==> src/rtl/caf_pkg.sv <==
// caf_pkg: shared constants and carriers for the acceptance filter and buffer control block
// assumes a 32-bit APB slave with byte addresses in an 8-bit window
package caf_pkg;
  localparam int NUM_FILTERS = 16;
  localparam int NUM_MASKS = 3;
  localparam int NUM_RX_BUFS = 32;
  localparam int NUM_TX_BUFS = 8;
  // register byte addresses
  localparam logic [7:0] ADDR_MSEL_LO = 8'h00;
  localparam logic [7:0] ADDR_MSEL_HI = 8'h04;
  localparam logic [7:0] ADDR_MSID0 = 8'h08;
  localparam logic [7:0] ADDR_MEID0 = 8'h14;
  localparam logic [7:0] ADDR_FULL_LO = 8'h20;
  localparam logic [7:0] ADDR_FULL_HI = 8'h24;
  localparam logic [7:0] ADDR_OVF_LO = 8'h28;
  localparam logic [7:0] ADDR_OVF_HI = 8'h2C;
  localparam logic [7:0] ADDR_CTRL0 = 8'h30;
  localparam logic [7:0] ADDR_FEN = 8'h40;
  localparam logic [7:0] ADDR_BPTR0 = 8'h44;
  localparam logic [1:0] PAGE_FSID = 2'h2;
  localparam logic [1:0] PAGE_FEID = 2'h3;
  // identifier register layout
  localparam int SID_HI = 15;
  localparam int SID_LO = 5;
  localparam int ID_TYPE_BIT = 3;
  localparam int EIDU_HI = 1;
  localparam logic [15:0] SIDREG_WMASK = 16'hFFEB;
  // per-buffer control byte layout
  localparam int CTL_DIR = 7;
  localparam int CTL_ABT = 6;
  localparam int CTL_LARB = 5;
  localparam int CTL_ERR = 4;
  localparam int CTL_REQ = 3;
  localparam int CTL_RTR = 2;
  localparam int CTL_PRI = 0;
  localparam logic [7:0] CTL_WMASK = 8'h8F;
  // mask source and pointer codes
  localparam logic [1:0] MSEL_RESERVED = 2'h3;
  localparam logic [3:0] BPTR_FIFO = 4'hF;
  localparam logic [15:0] FEN_RST = 16'hFFFF;
  localparam logic [15:0] ZERO16 = 16'h0000;

  typedef struct packed {
    logic ext;
    logic remote;
    logic [10:0] standard_id_bits;
    logic [17:0] extended_id_bits;
  } caf_frame_t;

  typedef struct packed {
    logic [2:0] bufIdx;
    logic sent;
    logic aborted;
    logic lostArb;
    logic busErr;
  } caf_tx_result_t;
endpackage : caf_pkg

==> src/rtl/caf_filter_buffers.sv <==
// caf_filter_buffers: acceptance masking, rx full/overflow flags and tx buffer control
// assumes the protocol engine shares core_clk and drives one-cycle event pulses
// Notes on behaviour
// - masked extended bits must equal filter bits, on extended frames only
// - mask source 0,1,2 picks mask; 3 reserved
// - sixteen two-bit sources, eight per register
// - mask standard bit one compares, zero ignores
// - mask extended bits behave identically
// - type match on: frame type equals filter
// - type match off: either frame type accepted
// - three masks, standard and extended registers
// - storing a received message sets full flag
// - store into full buffer sets overflow
// - direction bit set means transmit buffer
// - aborted flag set on abort, cleared on successful send
// - lost arbitration sets its flag
// - bus error during send sets flag
// - send request rising clears outcome flags
// - request queues message, cleared on success
// - clearing pending request asks for abort
// - remote reply enable sets request on rtr
// - two-bit priority schedules pending messages
// - each control register serves two buffers
// - message contents live in shared RAM
// - pointer 15 means FIFO, else buffer
// - extended select one extended, zero standard
// - accepting filter number given as hit code
//
// The register offsets and the APB slave port are this design's own decisions.
`timescale 1ns/1ps
module caf_filter_buffers
  import caf_pkg::*;
(
  input wire logic core_clk,
  input wire logic nrst,
  input wire logic psel,
  input wire logic penable,
  input wire logic pwrite,
  input wire logic [7:0] paddr,
  input wire logic [31:0] pwdata,
  output logic [31:0] prdata,
  output logic pready,
  output logic pslverr,
  input wire logic rxFrameValid,
  input wire caf_frame_t rxFrame,
  output logic acceptValid,
  output logic [4:0] acceptHitCode,
  output logic [3:0] acceptBufPtr,
  output logic acceptToFifo,
  input wire logic rxStoreValid,
  input wire logic [4:0] rxStoreBuf,
  input wire logic rtrHitValid,
  input wire logic [2:0] rtrHitBuf,
  input wire logic txResultValid,
  input wire caf_tx_result_t txResult,
  output logic txPendValid,
  output logic [2:0] txPendBuf,
  output logic [7:0] txAbortReq
);

  // configuration, status and answer registers; message bodies stay in shared RAM
  logic [31:0] maskSel_reg;
  logic [15:0] maskSid_reg [NUM_MASKS];
  logic [15:0] maskEid_reg [NUM_MASKS];
  logic [15:0] filtSid_reg [NUM_FILTERS];
  logic [15:0] filtEid_reg [NUM_FILTERS];
  logic [15:0] filtEn_reg;
  logic [63:0] bufPtr_reg;
  logic [31:0] rxFull_reg, rxFull_next;
  logic [31:0] rx_buffer_overflow_reg, rx_buffer_overflow_next;
  logic [63:0] bufCtrl_reg, bufCtrl_next;
  logic [7:0] abortReq_reg, abortReq_next;
  logic [31:0] prdata_reg, prdata_next;
  logic pready_reg, pslverr_reg, pslverr_next;
  logic acceptValid_reg;
  logic [4:0] acceptHit_reg;
  logic [3:0] acceptPtr_reg;
  logic acceptFifo_reg;
  logic txPendValid_reg, txPendValid_next;
  logic [2:0] txPendBuf_reg, txPendBuf_next;
  logic [NUM_FILTERS-1:0] filtHit;
  logic anyHit;
  logic [3:0] hitIdx;
  logic apbWr, apbRdPhase;
  logic addrAligned;
  logic [1:0] mskIdx, mskIdxE;

  // misaligned writes are refused like unmapped ones, so no register aliases a stray byte address
  assign addrAligned = paddr[1:0] == 2'h0;
  // one wait state: pready rises in the second access cycle
  assign apbWr = psel & penable & pready_reg & pwrite & addrAligned;
  assign apbRdPhase = psel & penable & ~pready_reg;
  assign mskIdx = 2'((paddr - ADDR_MSID0) >> 2);
  assign mskIdxE = 2'((paddr - ADDR_MEID0) >> 2);

  // per-filter comparison against the selected mask
  for (genvar f = 0; f < NUM_FILTERS; f++) begin : g_filt
    logic [1:0] sel;
    logic [15:0] mS, mE;
    logic [10:0] sidDiff;
    logic [17:0] eidDiff;
    logic typeOk, idOk;
    // ids and masks reset to zero: an enabled filter with a zero mask takes every frame
    assign sel = maskSel_reg[2*f +: 2];
    assign mS = (sel == MSEL_RESERVED) ? ZERO16 : maskSid_reg[sel];
    assign mE = (sel == MSEL_RESERVED) ? ZERO16 : maskEid_reg[sel];
    // the remote bit plays no part here; remote replies arrive as rtr hits
    assign sidDiff = (rxFrame.standard_id_bits ^ filtSid_reg[f][SID_HI:SID_LO]) & mS[SID_HI:SID_LO];
    assign eidDiff = (rxFrame.extended_id_bits ^ {filtSid_reg[f][EIDU_HI:0], filtEid_reg[f]})
                     & {mS[EIDU_HI:0], mE};
    // standard frames carry no extended bits, so only the standard part compares
    assign idOk = (sidDiff == 11'h000) & (~rxFrame.ext | (eidDiff == 18'h00000));
    assign typeOk = ~mS[ID_TYPE_BIT] | (rxFrame.ext == filtSid_reg[f][ID_TYPE_BIT]);
    // reserved mask source never matches rather than guessing a mask
    assign filtHit[f] = filtEn_reg[f] & (sel != MSEL_RESERVED) & typeOk & idOk;
  end

  // lowest numbered hitting filter wins
  always_comb begin
    anyHit = 1'b0;
    hitIdx = 4'h0;
    for (int i = NUM_FILTERS - 1; i >= 0; i--) begin
      if (filtHit[i]) begin
        anyHit = 1'b1;
        hitIdx = 4'(i);
      end
    end
  end

  // acceptance result toward the store engine; message body goes to shared RAM
  always_ff @(posedge core_clk) begin
    if (!nrst) begin
      acceptValid_reg <= 1'b0;
      acceptHit_reg <= 5'h00;
      acceptPtr_reg <= 4'h0;
      acceptFifo_reg <= 1'b0;
    end else begin
      acceptValid_reg <= rxFrameValid & anyHit;
      acceptHit_reg <= {1'b0, hitIdx};
      acceptPtr_reg <= bufPtr_reg[4*hitIdx +: 4];
      acceptFifo_reg <= bufPtr_reg[4*hitIdx +: 4] == BPTR_FIFO;
    end
  end

  // plain configuration registers
  always_ff @(posedge core_clk) begin
    if (!nrst) begin
      maskSel_reg <= {ZERO16, ZERO16};
      filtEn_reg <= FEN_RST;
      bufPtr_reg <= {ZERO16, ZERO16, ZERO16, ZERO16};
      for (int m = 0; m < NUM_MASKS; m++) begin
        maskSid_reg[m] <= ZERO16;
        maskEid_reg[m] <= ZERO16;
      end
      for (int f = 0; f < NUM_FILTERS; f++) begin
        filtSid_reg[f] <= ZERO16;
        filtEid_reg[f] <= ZERO16;
      end
    end else if (apbWr) begin
      if (paddr == ADDR_MSEL_LO) maskSel_reg[15:0] <= pwdata[15:0];
      if (paddr == ADDR_MSEL_HI) maskSel_reg[31:16] <= pwdata[15:0];
      if (paddr == ADDR_FEN) filtEn_reg <= pwdata[15:0];
      for (int k = 0; k < 4; k++) begin
        if (paddr == ADDR_BPTR0 + 8'(4*k)) bufPtr_reg[16*k +: 16] <= pwdata[15:0];
      end
      if (paddr >= ADDR_MSID0 && paddr < ADDR_MEID0) maskSid_reg[mskIdx] <= pwdata[15:0] & SIDREG_WMASK;
      if (paddr >= ADDR_MEID0 && paddr < ADDR_FULL_LO) maskEid_reg[mskIdxE] <= pwdata[15:0];
      if (paddr[7:6] == PAGE_FSID) filtSid_reg[paddr[5:2]] <= pwdata[15:0] & SIDREG_WMASK;
      if (paddr[7:6] == PAGE_FEID) filtEid_reg[paddr[5:2]] <= pwdata[15:0];
    end
  end

  // full and overflow flags: hardware set wins over a same-cycle software clear
  always_comb begin
    rxFull_next = rxFull_reg;
    rx_buffer_overflow_next = rx_buffer_overflow_reg;
    if (apbWr && paddr == ADDR_FULL_LO) rxFull_next[15:0] = rxFull_reg[15:0] & pwdata[15:0];
    if (apbWr && paddr == ADDR_FULL_HI) rxFull_next[31:16] = rxFull_reg[31:16] & pwdata[15:0];
    if (apbWr && paddr == ADDR_OVF_LO) rx_buffer_overflow_next[15:0] = rx_buffer_overflow_reg[15:0] & pwdata[15:0];
    if (apbWr && paddr == ADDR_OVF_HI) rx_buffer_overflow_next[31:16] = rx_buffer_overflow_reg[31:16] & pwdata[15:0];
    if (rxStoreValid) begin
      // old full bit decides, so a clear in the same cycle still reports the loss
      if (rxFull_reg[rxStoreBuf]) rx_buffer_overflow_next[rxStoreBuf] = 1'h1;
      rxFull_next[rxStoreBuf] = 1'b1;
    end
  end

  // flag registers
  always_ff @(posedge core_clk) begin
    if (!nrst) begin
      rxFull_reg <= {ZERO16, ZERO16};
      rx_buffer_overflow_reg <= {ZERO16, ZERO16};
    end else begin
      rxFull_reg <= rxFull_next;
      rx_buffer_overflow_reg <= rx_buffer_overflow_next;
    end
  end

  // per-buffer control byte, two buffers per register
  always_comb begin
    logic [7:0] cur, nxt, wb;
    logic wr, reqSet, reqClr, mine;
    cur = 8'h00;
    nxt = 8'h00;
    wb = 8'h00;
    wr = 1'b0;
    reqSet = 1'b0;
    reqClr = 1'b0;
    mine = 1'b0;
    bufCtrl_next = bufCtrl_reg;
    abortReq_next = abortReq_reg;
    for (int b = 0; b < NUM_TX_BUFS; b++) begin
      cur = bufCtrl_reg[8*b +: 8];
      nxt = cur;
      wr = apbWr && paddr == ADDR_CTRL0 + 8'(4*(b/2));
      wb = pwdata[8*(b%2) +: 8];
      mine = txResultValid && txResult.bufIdx == 3'(b);
      // status bits are read-only; only direction, request, reply enable, priority take writes
      if (wr) nxt = (cur & ~CTL_WMASK) | (wb & CTL_WMASK);
      // only a written zero over a set request counts as an abort
      reqClr = wr & cur[CTL_REQ] & ~wb[CTL_REQ];
      reqSet = (wr & wb[CTL_REQ]) | (rtrHitValid && rtrHitBuf == 3'(b) && cur[CTL_RTR]);
      if (mine && txResult.sent) nxt[CTL_REQ] = 1'b0;
      if (reqSet) nxt[CTL_REQ] = 1'b1;
      else if (reqClr) nxt[CTL_REQ] = 1'b0;
      if (mine) begin
        if (txResult.aborted) nxt[CTL_ABT] = 1'b1;
        if (txResult.sent) nxt[CTL_ABT] = 1'b0;
        if (txResult.lostArb) nxt[CTL_LARB] = 1'b1;
        if (txResult.busErr) nxt[CTL_ERR] = 1'b1;
      end
      // a fresh request starts with clean outcome flags
      if (nxt[CTL_REQ] & ~cur[CTL_REQ]) begin
        nxt[CTL_ABT] = 1'b0;
        nxt[CTL_LARB] = 1'b0;
        nxt[CTL_ERR] = 1'b0;
      end
      bufCtrl_next[8*b +: 8] = nxt;
      // abort request holds until the engine reports back or a new request supersedes it
      if (mine || reqSet) abortReq_next[b] = 1'b0;
      if (reqClr && !reqSet) abortReq_next[b] = 1'b1;
    end
  end

  // control bytes and abort requests
  always_ff @(posedge core_clk) begin
    if (!nrst) begin
      bufCtrl_reg <= {ZERO16, ZERO16, ZERO16, ZERO16};
      abortReq_reg <= 8'h00;
    end else begin
      bufCtrl_reg <= bufCtrl_next;
      abortReq_reg <= abortReq_next;
    end
  end

  // pick highest priority pending transmit buffer, lowest index on a tie
  always_comb begin
    logic [1:0] bestPri;
    logic [7:0] c;
    bestPri = 2'h0;
    c = 8'h00;
    txPendValid_next = 1'b0;
    txPendBuf_next = 3'h0;
    for (int b = 0; b < NUM_TX_BUFS; b++) begin
      c = bufCtrl_reg[8*b +: 8];
      if (c[CTL_DIR] && c[CTL_REQ] && (!txPendValid_next || c[CTL_PRI +: 2] > bestPri)) begin
        txPendValid_next = 1'b1;
        txPendBuf_next = 3'(b);
        bestPri = c[CTL_PRI +: 2];
      end
    end
  end

  // pending choice registered, one cycle behind the control bytes
  always_ff @(posedge core_clk) begin
    if (!nrst) begin
      txPendValid_reg <= 1'b0;
      txPendBuf_reg <= 3'h0;
    end else begin
      txPendValid_reg <= txPendValid_next;
      txPendBuf_reg <= txPendBuf_next;
    end
  end

  // read mux; unmapped addresses answer zero with an error
  always_comb begin
    prdata_next = 32'h0000_0000;
    pslverr_next = 1'b0;
    // alignment first, so the filter pages refuse stray byte addresses too
    if (!addrAligned) pslverr_next = 1'h1;
    else if (paddr[7:6] == PAGE_FSID) prdata_next[15:0] = filtSid_reg[paddr[5:2]];
    else if (paddr[7:6] == PAGE_FEID) prdata_next[15:0] = filtEid_reg[paddr[5:2]];
    else if (paddr >= ADDR_MSID0 && paddr < ADDR_MEID0) prdata_next[15:0] = maskSid_reg[mskIdx];
    else if (paddr >= ADDR_MEID0 && paddr < ADDR_FULL_LO) prdata_next[15:0] = maskEid_reg[mskIdxE];
    else if (paddr >= ADDR_CTRL0 && paddr < ADDR_FEN) prdata_next[15:0] = bufCtrl_reg[16*paddr[3:2] +: 16];
    else if (paddr >= ADDR_BPTR0 && paddr < ADDR_BPTR0 + 8'h10) begin
      prdata_next[15:0] = bufPtr_reg[16*(2'((paddr - ADDR_BPTR0) >> 2)) +: 16];
    end else begin
      case (paddr)
        ADDR_MSEL_LO: prdata_next[15:0] = maskSel_reg[15:0];
        ADDR_MSEL_HI: prdata_next[15:0] = maskSel_reg[31:16];
        ADDR_FULL_LO: prdata_next[15:0] = rxFull_reg[15:0];
        ADDR_FULL_HI: prdata_next[15:0] = rxFull_reg[31:16];
        ADDR_OVF_LO: prdata_next[15:0] = rx_buffer_overflow_reg[15:0];
        ADDR_OVF_HI: prdata_next[15:0] = rx_buffer_overflow_reg[31:16];
        ADDR_FEN: prdata_next[15:0] = filtEn_reg;
        default: pslverr_next = 1'b1;
      endcase
    end
  end

  // apb answer: data and error latched on the same edge that raises pready
  always_ff @(posedge core_clk) begin
    if (!nrst) begin
      pready_reg <= 1'b0;
      prdata_reg <= 32'h0000_0000;
      pslverr_reg <= 1'b0;
    end else begin
      pready_reg <= apbRdPhase;
      if (apbRdPhase) begin
        prdata_reg <= pwrite ? 32'h0000_0000 : prdata_next;
        pslverr_reg <= pslverr_next;
      end else begin
        pslverr_reg <= 1'b0;
      end
    end
  end

  // every output straight from its flop; pslverr_reg is only ever high with pready
  assign prdata = prdata_reg;
  assign pready = pready_reg;
  assign pslverr = pslverr_reg;
  assign acceptValid = acceptValid_reg;
  assign acceptHitCode = acceptHit_reg;
  assign acceptBufPtr = acceptPtr_reg;
  assign acceptToFifo = acceptFifo_reg;
  assign txPendValid = txPendValid_reg;
  assign txPendBuf = txPendBuf_reg;
  assign txAbortReq = abortReq_reg;

endmodule : caf_filter_buffers

==> config.mk <==
export PLATFORM = sky130hd
export DESIGN_NAME = caf_filter_buffers
export DESIGN_NICKNAME = d
export VERILOG_FILES = /design/src/rtl/caf_pkg.sv /design/src/rtl/caf_filter_buffers.sv
export SDC_FILE = /design/constraint.sdc
export NUM_CORES = 2
export LEC_CHECK = 0
export BUFFER_PORTS_ARGS = -buffer_cell sky130_fd_sc_hd__buf_2
export CAP_MARGIN = 40
export CORE_MARGIN = 5
export CORE_UTILIZATION = 50
export CTS_BUF_LIST = sky130_fd_sc_hd__clkbuf_8 sky130_fd_sc_hd__clkbuf_16
export CTS_CLUSTER_SIZE = 16
export DETAILED_ROUTE_END_ITERATION = 8
export GPL_ROUTABILITY_DRIVEN = 0
export PLACE_DENSITY = 0.66
export SLEW_MARGIN = 20
export SYNTH_ARGS = -nofsm -noshare
export SYNTH_HDL_FRONTEND = slang
export SYNTH_SLANG_ARGS = --single-unit
==> constraint.sdc <==
create_clock -name core_clk -period 15.6 [get_ports core_clk]
set_input_delay 3.12 -clock core_clk [delete_from_list [all_inputs] [get_ports core_clk]]
set_output_delay 3.12 -clock core_clk [all_outputs]
set_load 0.01 [all_outputs]
# Word level (Yosys, flattened, before mapping)
# Memories as Yosys holds them, arrays and structs flattened. A register that Yosys moved wholly into a read port is not among the register bits.
# Cells that the tools add are included.
# word_totals
regBits	297
mem_bits_rw	570
memories	4
# memory_table
name	depth	word_bits	read_ports	rd_clocked_by_memory_dff	wr	line	rtl
filtEid_reg	16	16	17	0	16	caf_filter_buffers.sv:66	logic [15:0] filtEid_reg [NUM_FILTERS];
filtSid_reg	16	14	17	0	16	caf_filter_buffers.sv:65	logic [15:0] filtSid_reg [NUM_FILTERS];
maskEid_reg	3	16	17	16	3	caf_filter_buffers.sv:64	logic [15:0] maskEid_reg [NUM_MASKS];
maskSid_reg	3	14	17	16	3	caf_filter_buffers.sv:63	logic [15:0] maskSid_reg [NUM_MASKS];
# classes
n_addsub	3
order_cmp	17
n_eq_ne	79
n_shift	3
n_mux	295
bitwise_logic	249
n_reduce_logical	163
# ops
op	count
16-bit 2-to-1 mux	46
18-bit AND	16
18-bit logical NOT	16
18-bit bitwise XOR	16
11-bit AND	16
11-bit logical NOT	16
11-bit bitwise XOR	16
2-bit 2-to-1 mux	73
1-bit 2-to-1 mux	128
64-bit by 7-bit variable part select with 16-bit output	2
16-bit one-hot mux with 7 select lines	1
1-bit AND	102
32-bit 2-to-1 mux	3
4-bit 2-to-1 mux	18
1-bit logical AND	68
16-bit AND	4
8-bit by 6-bit equality test with 1-bit output (second input constant)	8
32-bit OR	2
7-bit by 8-bit OR with 8-bit output	8
64-bit by 7-bit variable part select with 4-bit output	1
7-bit 2-to-1 mux	8
3-bit 2-to-1 mux	14
8-bit by 7-bit equality test with 1-bit output (second input constant)	5
1-bit OR	40
35 further kinds	182

# Logic depth before layout (Yosys ltp)
# depth
depth_word	30
depth_mapped	42

# Worst setup path after synthesis
# Ideal clock, no wire load.
# synth_path
kind	register -> register
start	register bufCtrl_reg[3]
end	register txPendBuf_reg[1], in the netlist txPendBuf[1]
setup_ns	0.120
arrival_time_ns	8.010
required_ns	15.480
slack_ns	7.470
path_stages_with_launch	40
path_buffers	0
cell_sequence	dfxtp_1 -> nand3_1 -> ha_1 -> nor2b_1 -> o21ai_0 -> a31oi_1 -> mux2_2 -> ha_1 -> nor2_1 -> maj3_1 -> o211ai_1 -> mux2_2 -> ha_1 -> nor2_1 -> nor2_1 -> a21oi_1 -> o211ai_1 -> mux2_2 -> [... 4 more ...] -> mux2_2 -> ha_1 -> nor2_1 -> nand2_1 -> a21oi_1 -> nor2_1 -> nor2_1 -> mux2_2 -> ha_1 -> nand2_1 -> o21ai_0 -> a21oi_1 -> mux2_2 -> ha_1 -> a21oi_1 -> nor2_1 -> nor2_1 -> o31a_1
# synth_between
elab_chain_len	30
word_cells_on_any_way	49
cone_classes	7 x order compare; 20 x mux; 22 x reduce/logical
# synth_rtl
element	line	rtl
start, declared	caf_filter_buffers.sv:71	logic [63:0] bufCtrl_reg, bufCtrl_next;
start signal, assigned	caf_filter_buffers.sv:248	bufCtrl_reg <= {ZERO16, ZERO16, ZERO16, ZERO16};
start signal, assigned	caf_filter_buffers.sv:251	bufCtrl_reg <= bufCtrl_next;
1-bit logical AND (*)	caf_filter_buffers.sv:266	if (c[CTL_DIR] && c[CTL_REQ] && (!txPendValid_next || c[CTL_PRI +: 2] > bestPri)) begin
2-bit 2-to-1 mux or 1-bit 2-to-1 mux (tied branches)	caf_filter_buffers.sv:266	
2-bit greater-than comparator or 1-bit logical NOT (tied branches)	caf_filter_buffers.sv:266	
1-bit logical OR	caf_filter_buffers.sv:266	
1-bit logical AND	caf_filter_buffers.sv:266	
2-bit 2-to-1 mux or 1-bit 2-to-1 mux (tied branches)	caf_filter_buffers.sv:266	
2-bit greater-than comparator or 1-bit logical NOT (tied branches)	caf_filter_buffers.sv:266	
1-bit logical OR	caf_filter_buffers.sv:266	
[... 14 more ...]	-	
2-bit greater-than comparator or 1-bit logical NOT (tied branches)	caf_filter_buffers.sv:266	
1-bit logical OR	caf_filter_buffers.sv:266	
1-bit logical AND	caf_filter_buffers.sv:266	
2-bit 2-to-1 mux or 1-bit 2-to-1 mux (tied branches)	caf_filter_buffers.sv:266	
2-bit greater-than comparator or 1-bit logical NOT (tied branches)	caf_filter_buffers.sv:266	
1-bit logical OR	caf_filter_buffers.sv:266	
1-bit logical AND	caf_filter_buffers.sv:266	
3-bit 2-to-1 mux (*)	caf_filter_buffers.sv:266	
end signal, assigned	caf_filter_buffers.sv:281	txPendBuf_reg <= txPendBuf_next;
end, declared	caf_filter_buffers.sv:80	logic [2:0] txPendBuf_reg, txPendBuf_next;
# Mark *: on every way between the ends. The rest lies on a longest branch, timed or not.
# A chain may end at the register's enable or synchronous reset.

# Worst setup path after layout
# layout_path
start	register bufCtrl_reg[3]
end	register txPendBuf_reg[2], in the netlist txPendBuf[2]
# The elaborated chain is that of the path after synthesis.

==> impl_metrics.json <==
{
  "maxCapViolations": 0,
  "vias": 48500,
  "largest_reg_flops": 256,
  "setup_viol_count_final": 0,
  "p_comb_share_pct": 13.0,
  "critPathRequiredTime_ns": 16.21,
  "grt_pass1_vias": 46000,
  "tritoncts": "built",
  "swShare_pct": 27.0,
  "arrival_ns": 9.70,
  "min_path_type": "reg -> reg",
  "final_common_cell": "mux4_2",
  "area_growth_pct": 9.66,
  "ys_ff_latch": 912,
  "cp-end-kind": "flop",
  "place_area_mm2": 0.0623,
  "clock-root-buffer": "clkbuf_16",
  "rows": 127,
  "yosysUniqueCellTypes": 73,
  "drc": 26,
  "yosys_warnings": 0,
  "final_hold_viol_count": 0,
  "grt_max_degree": 120,
  "violations": "DRC",
  "clk_latency_ns": 0.73,
  "regToRegSetupSlack_ns": 6.51,
  "die_w_um": 357,
  "tns_ns": 0,
  "fin_skew_ns": 0.0277,
  "nFillCells": 9961,
  "synth_top_area_cell": "edfxtp_1",
  "hold_path_depth": 2,
  "synthCells": 5037,
  "async_flop_share_pct": 0,
  "p_leak_nw": 24.3,
  "path_max_fanout": 8,
  "tightest_slew_ns": 0.979,
  "avgSynthCellArea_um2": 12.0,
  "outcome": "finished with violations",
  "p_clk_share_pct": 42.6,
  "grt_pass1_wl_mm": 334,
  "h-tree-depth": 3,
  "vias_per_cell": 7.37,
  "grt_usage_pct": 36.2,
  "netlist_top_cells_area": "edfxtp_1 30%, mux4_2 26%, dfxtp_1 10%",
  "post_cts_resized": 0,
  "drive_gt1_share_pct": 25.9,
  "layout_worst_path_cycle_share_pct": 58.2,
  "dieArea_mm2": 0.127,
  "worstSetupEndpoint": "txPendBuf[2]$_SDFF_PN0_",
  "startpoint": "bufCtrl_reg[3]$_SDFF_PN0_",
  "fmax_mhz": 110,
  "synth_top_area_share_pct": 29.9,
  "nNetsFinal": 4989,
  "seqPwrFrac_pct": 44.5,
  "synth-edff-count": 600,
  "ant_nets": 0,
  "start_util_pct": 50.3,
  "io_buffers": 117,
  "clk_pin_slew_worst_paths_ns": 0.06,
  "multi_input_area_mm2": 0.0335,
  "slew_viol_final": 0,
  "ir_worst_vdd_uv": 93.0,
  "hold_buffers": 0,
  "grt.overflow.total": 0,
  "yosysSeqAreaShare_pct": 40.3,
  "cts_made_buffers": 98,
  "die_y_um": 357,
  "slowest_delay_ns": 0.47,
  "final_area_mm2": 0.0660,
  "dr.pass1.iters": 9,
  "synth_area_mm2": 0.0602,
  "critPathSlowestCell": "dfxtp_1",
  "drtIter0Drc": 8397,
  "drt_wl_total_mm": 235,
  "final_cell_mix": "702 x mux4_2, 600 x edfxtp_1, 534 x nand2_1, 480 x xor2_1, 329 x and3_1",
  "internal_power_mw": 4.40,
  "io_pins": 152,
  "clock_tree.buffer_depth": 3,
  "grt_setup_unrepaired": "false",
  "dp_hpwl_mm": 160,
  "reg2regPathDepth": 40,
  "critPathKind": "reg -> reg",
  "crit_top_cell": "nor2_1",
  "core_mm2": 0.120,
  "r2r-start": "bufCtrl_reg[3]$_SDFF_PN0_",
  "post_cts_buffers": 0,
  "switching_power_mw": 1.63,
  "reg2reg_to": "txPendBuf[2]$_SDFF_PN0_",
  "finalCriticalPeriod_ns": 9.09,
  "wl_per_cell_um": 35.7,
  "area.sequential_mm2": 0.0243,
  "startpoint_type": "flop",
  "max-slew-margin-rel_pct": 34.7,
  "cts.sinks": 912,
  "antenna_found_initial": 11,
  "synthFlopType": "edfxtp_1",
  "pwr_density_cell_mw_per_mm2": 91.3
}
## power groups by stage
stage / registers (mW) / logic [mW] / clock network [mW]
floorplan: 2.71 / 0.464 / 0
global placement: 2.73 / 0.721 / 0
detailed placement: 2.73 / 0.733 / 0
CTS: 2.68 / 0.737 / 2.55
global route: 2.68 / 0.794 / 2.66
finish: 2.68 / 0.783 / 2.57
## Yosys cell counts, drive strengths merged (7+ instances only)
cell type  instances
a221oi            14
nor2             121
a21oi            237
nor3b             14
a311oi             7
xor2             480
inv               24
and2             275
nor4               7
a32oi              9
nand4             49
and3             329
clkbuf           474
nand2            534
mux2i             49
nor3              20
dfxtp            312
o21ai            116
nand2b             8
nor2b             11
mux2              21
a222oi            16
nand3             64
mux4             702
o31ai             11
a22oi            267
ha                17
a2bb2oi           13
a31oi             13
edfxtp           600
buf              148
## critical path, delay by kind of cell, from the launching register on
| family | cells | cell delay (ns) |
|---|---|---|
| and+or+nand+nor | 15 | 1.62 |
| adders and majority gates | 9 | 2.65 |
| muxes | 6 | 2.28 |
| AOI/OAI and AO/OA | 10 | 1.98 |
| DFF | 1 | 0.47 |
## final cells by class
class	count	share of cell area, %
timing repair buffer	346	4.00
clock inverter	73	1.20
inverter	24	0.144
multi-input combinational	3495	50.7
antenna	8	0.0303
sequential	912	36.8
tap	1612	3.05
clock buffer	111	4.07
## routing by layer
| metal | vias to the layer above | routed length (µm) | GRT usage (%) |
|---|---|---|---|
| li1 | 18900 | - | - |
| met1 | 24100 | 78600 | 47.1 |
| met2 | 4538 | 100000 | 52.6 |
| met3 | 902 | 39100 | 13.6 |
| met4 | 2 | 17400 | 19.6 |
| met5 | - | 16 | 0.0755 |
## cell families (layout without fill, tap and decap cells)
| family | Yosys count | after routing | synth area share, % |
|---|---|---|---|
| AND/OR/NAND/NOR | 1453 | 1453 | 12.3 |
| flip-flops | 912 | 912 | 40.3 |
| multiplexers | 772 | 772 | 27.5 |
| AO/OA/AOI/OAI | 754 | 754 | 8.15 |
| buffers and inverters | 646 | 554 | 4.39 |
| XOR/XNOR | 480 | 480 | 6.98 |
| adder cells (fa/ha/maj) | 19 | 19 | 0.386 |
| other | 1 | 25 | 0.00623 |
## worst min path at each step
stage	from	end	slack [ns]
global route	bufPtr_reg[22]$_SDFFE_PN0P_	bufPtr_reg[22]$_SDFFE_PN0P_	0.48
CTS	bufPtr_reg[8]$_SDFFE_PN0P_	bufPtr_reg[8]$_SDFFE_PN0P_	0.47
finish	bufCtrl_reg[29]$_SDFFE_PP0P_	bufCtrl_reg[29]$_SDFFE_PP0P_	0.47
floorplan	bufCtrl_reg[36]$_SDFFE_PP0P_	bufCtrl_reg[36]$_SDFFE_PP0P_	0.43
detailed placement	bufCtrl_reg[37]$_SDFFE_PP0P_	bufCtrl_reg[37]$_SDFFE_PP0P_	0.46
global placement	bufCtrl_reg[5]$_SDFFE_PP0P_	bufCtrl_reg[5]$_SDFFE_PP0P_	0.45
## stage by stage
step                      instances  utilization, %  hold WS, ns  power [mW]  worst slack, ns
after floorplan                5053               -        0.431        3.17             7.47
after global placement         6337            51.6        0.446        3.45             6.73
after detailed placement       6373            52.0        0.458        3.46             6.70
after CTS                      6557            54.9        0.468        5.97             6.64
after global routing           6573            55.1        0.483        6.14             5.93
final                          6581            55.1        0.468        6.03             6.51
No activity file was read; power rests on OpenSTA's default activity.
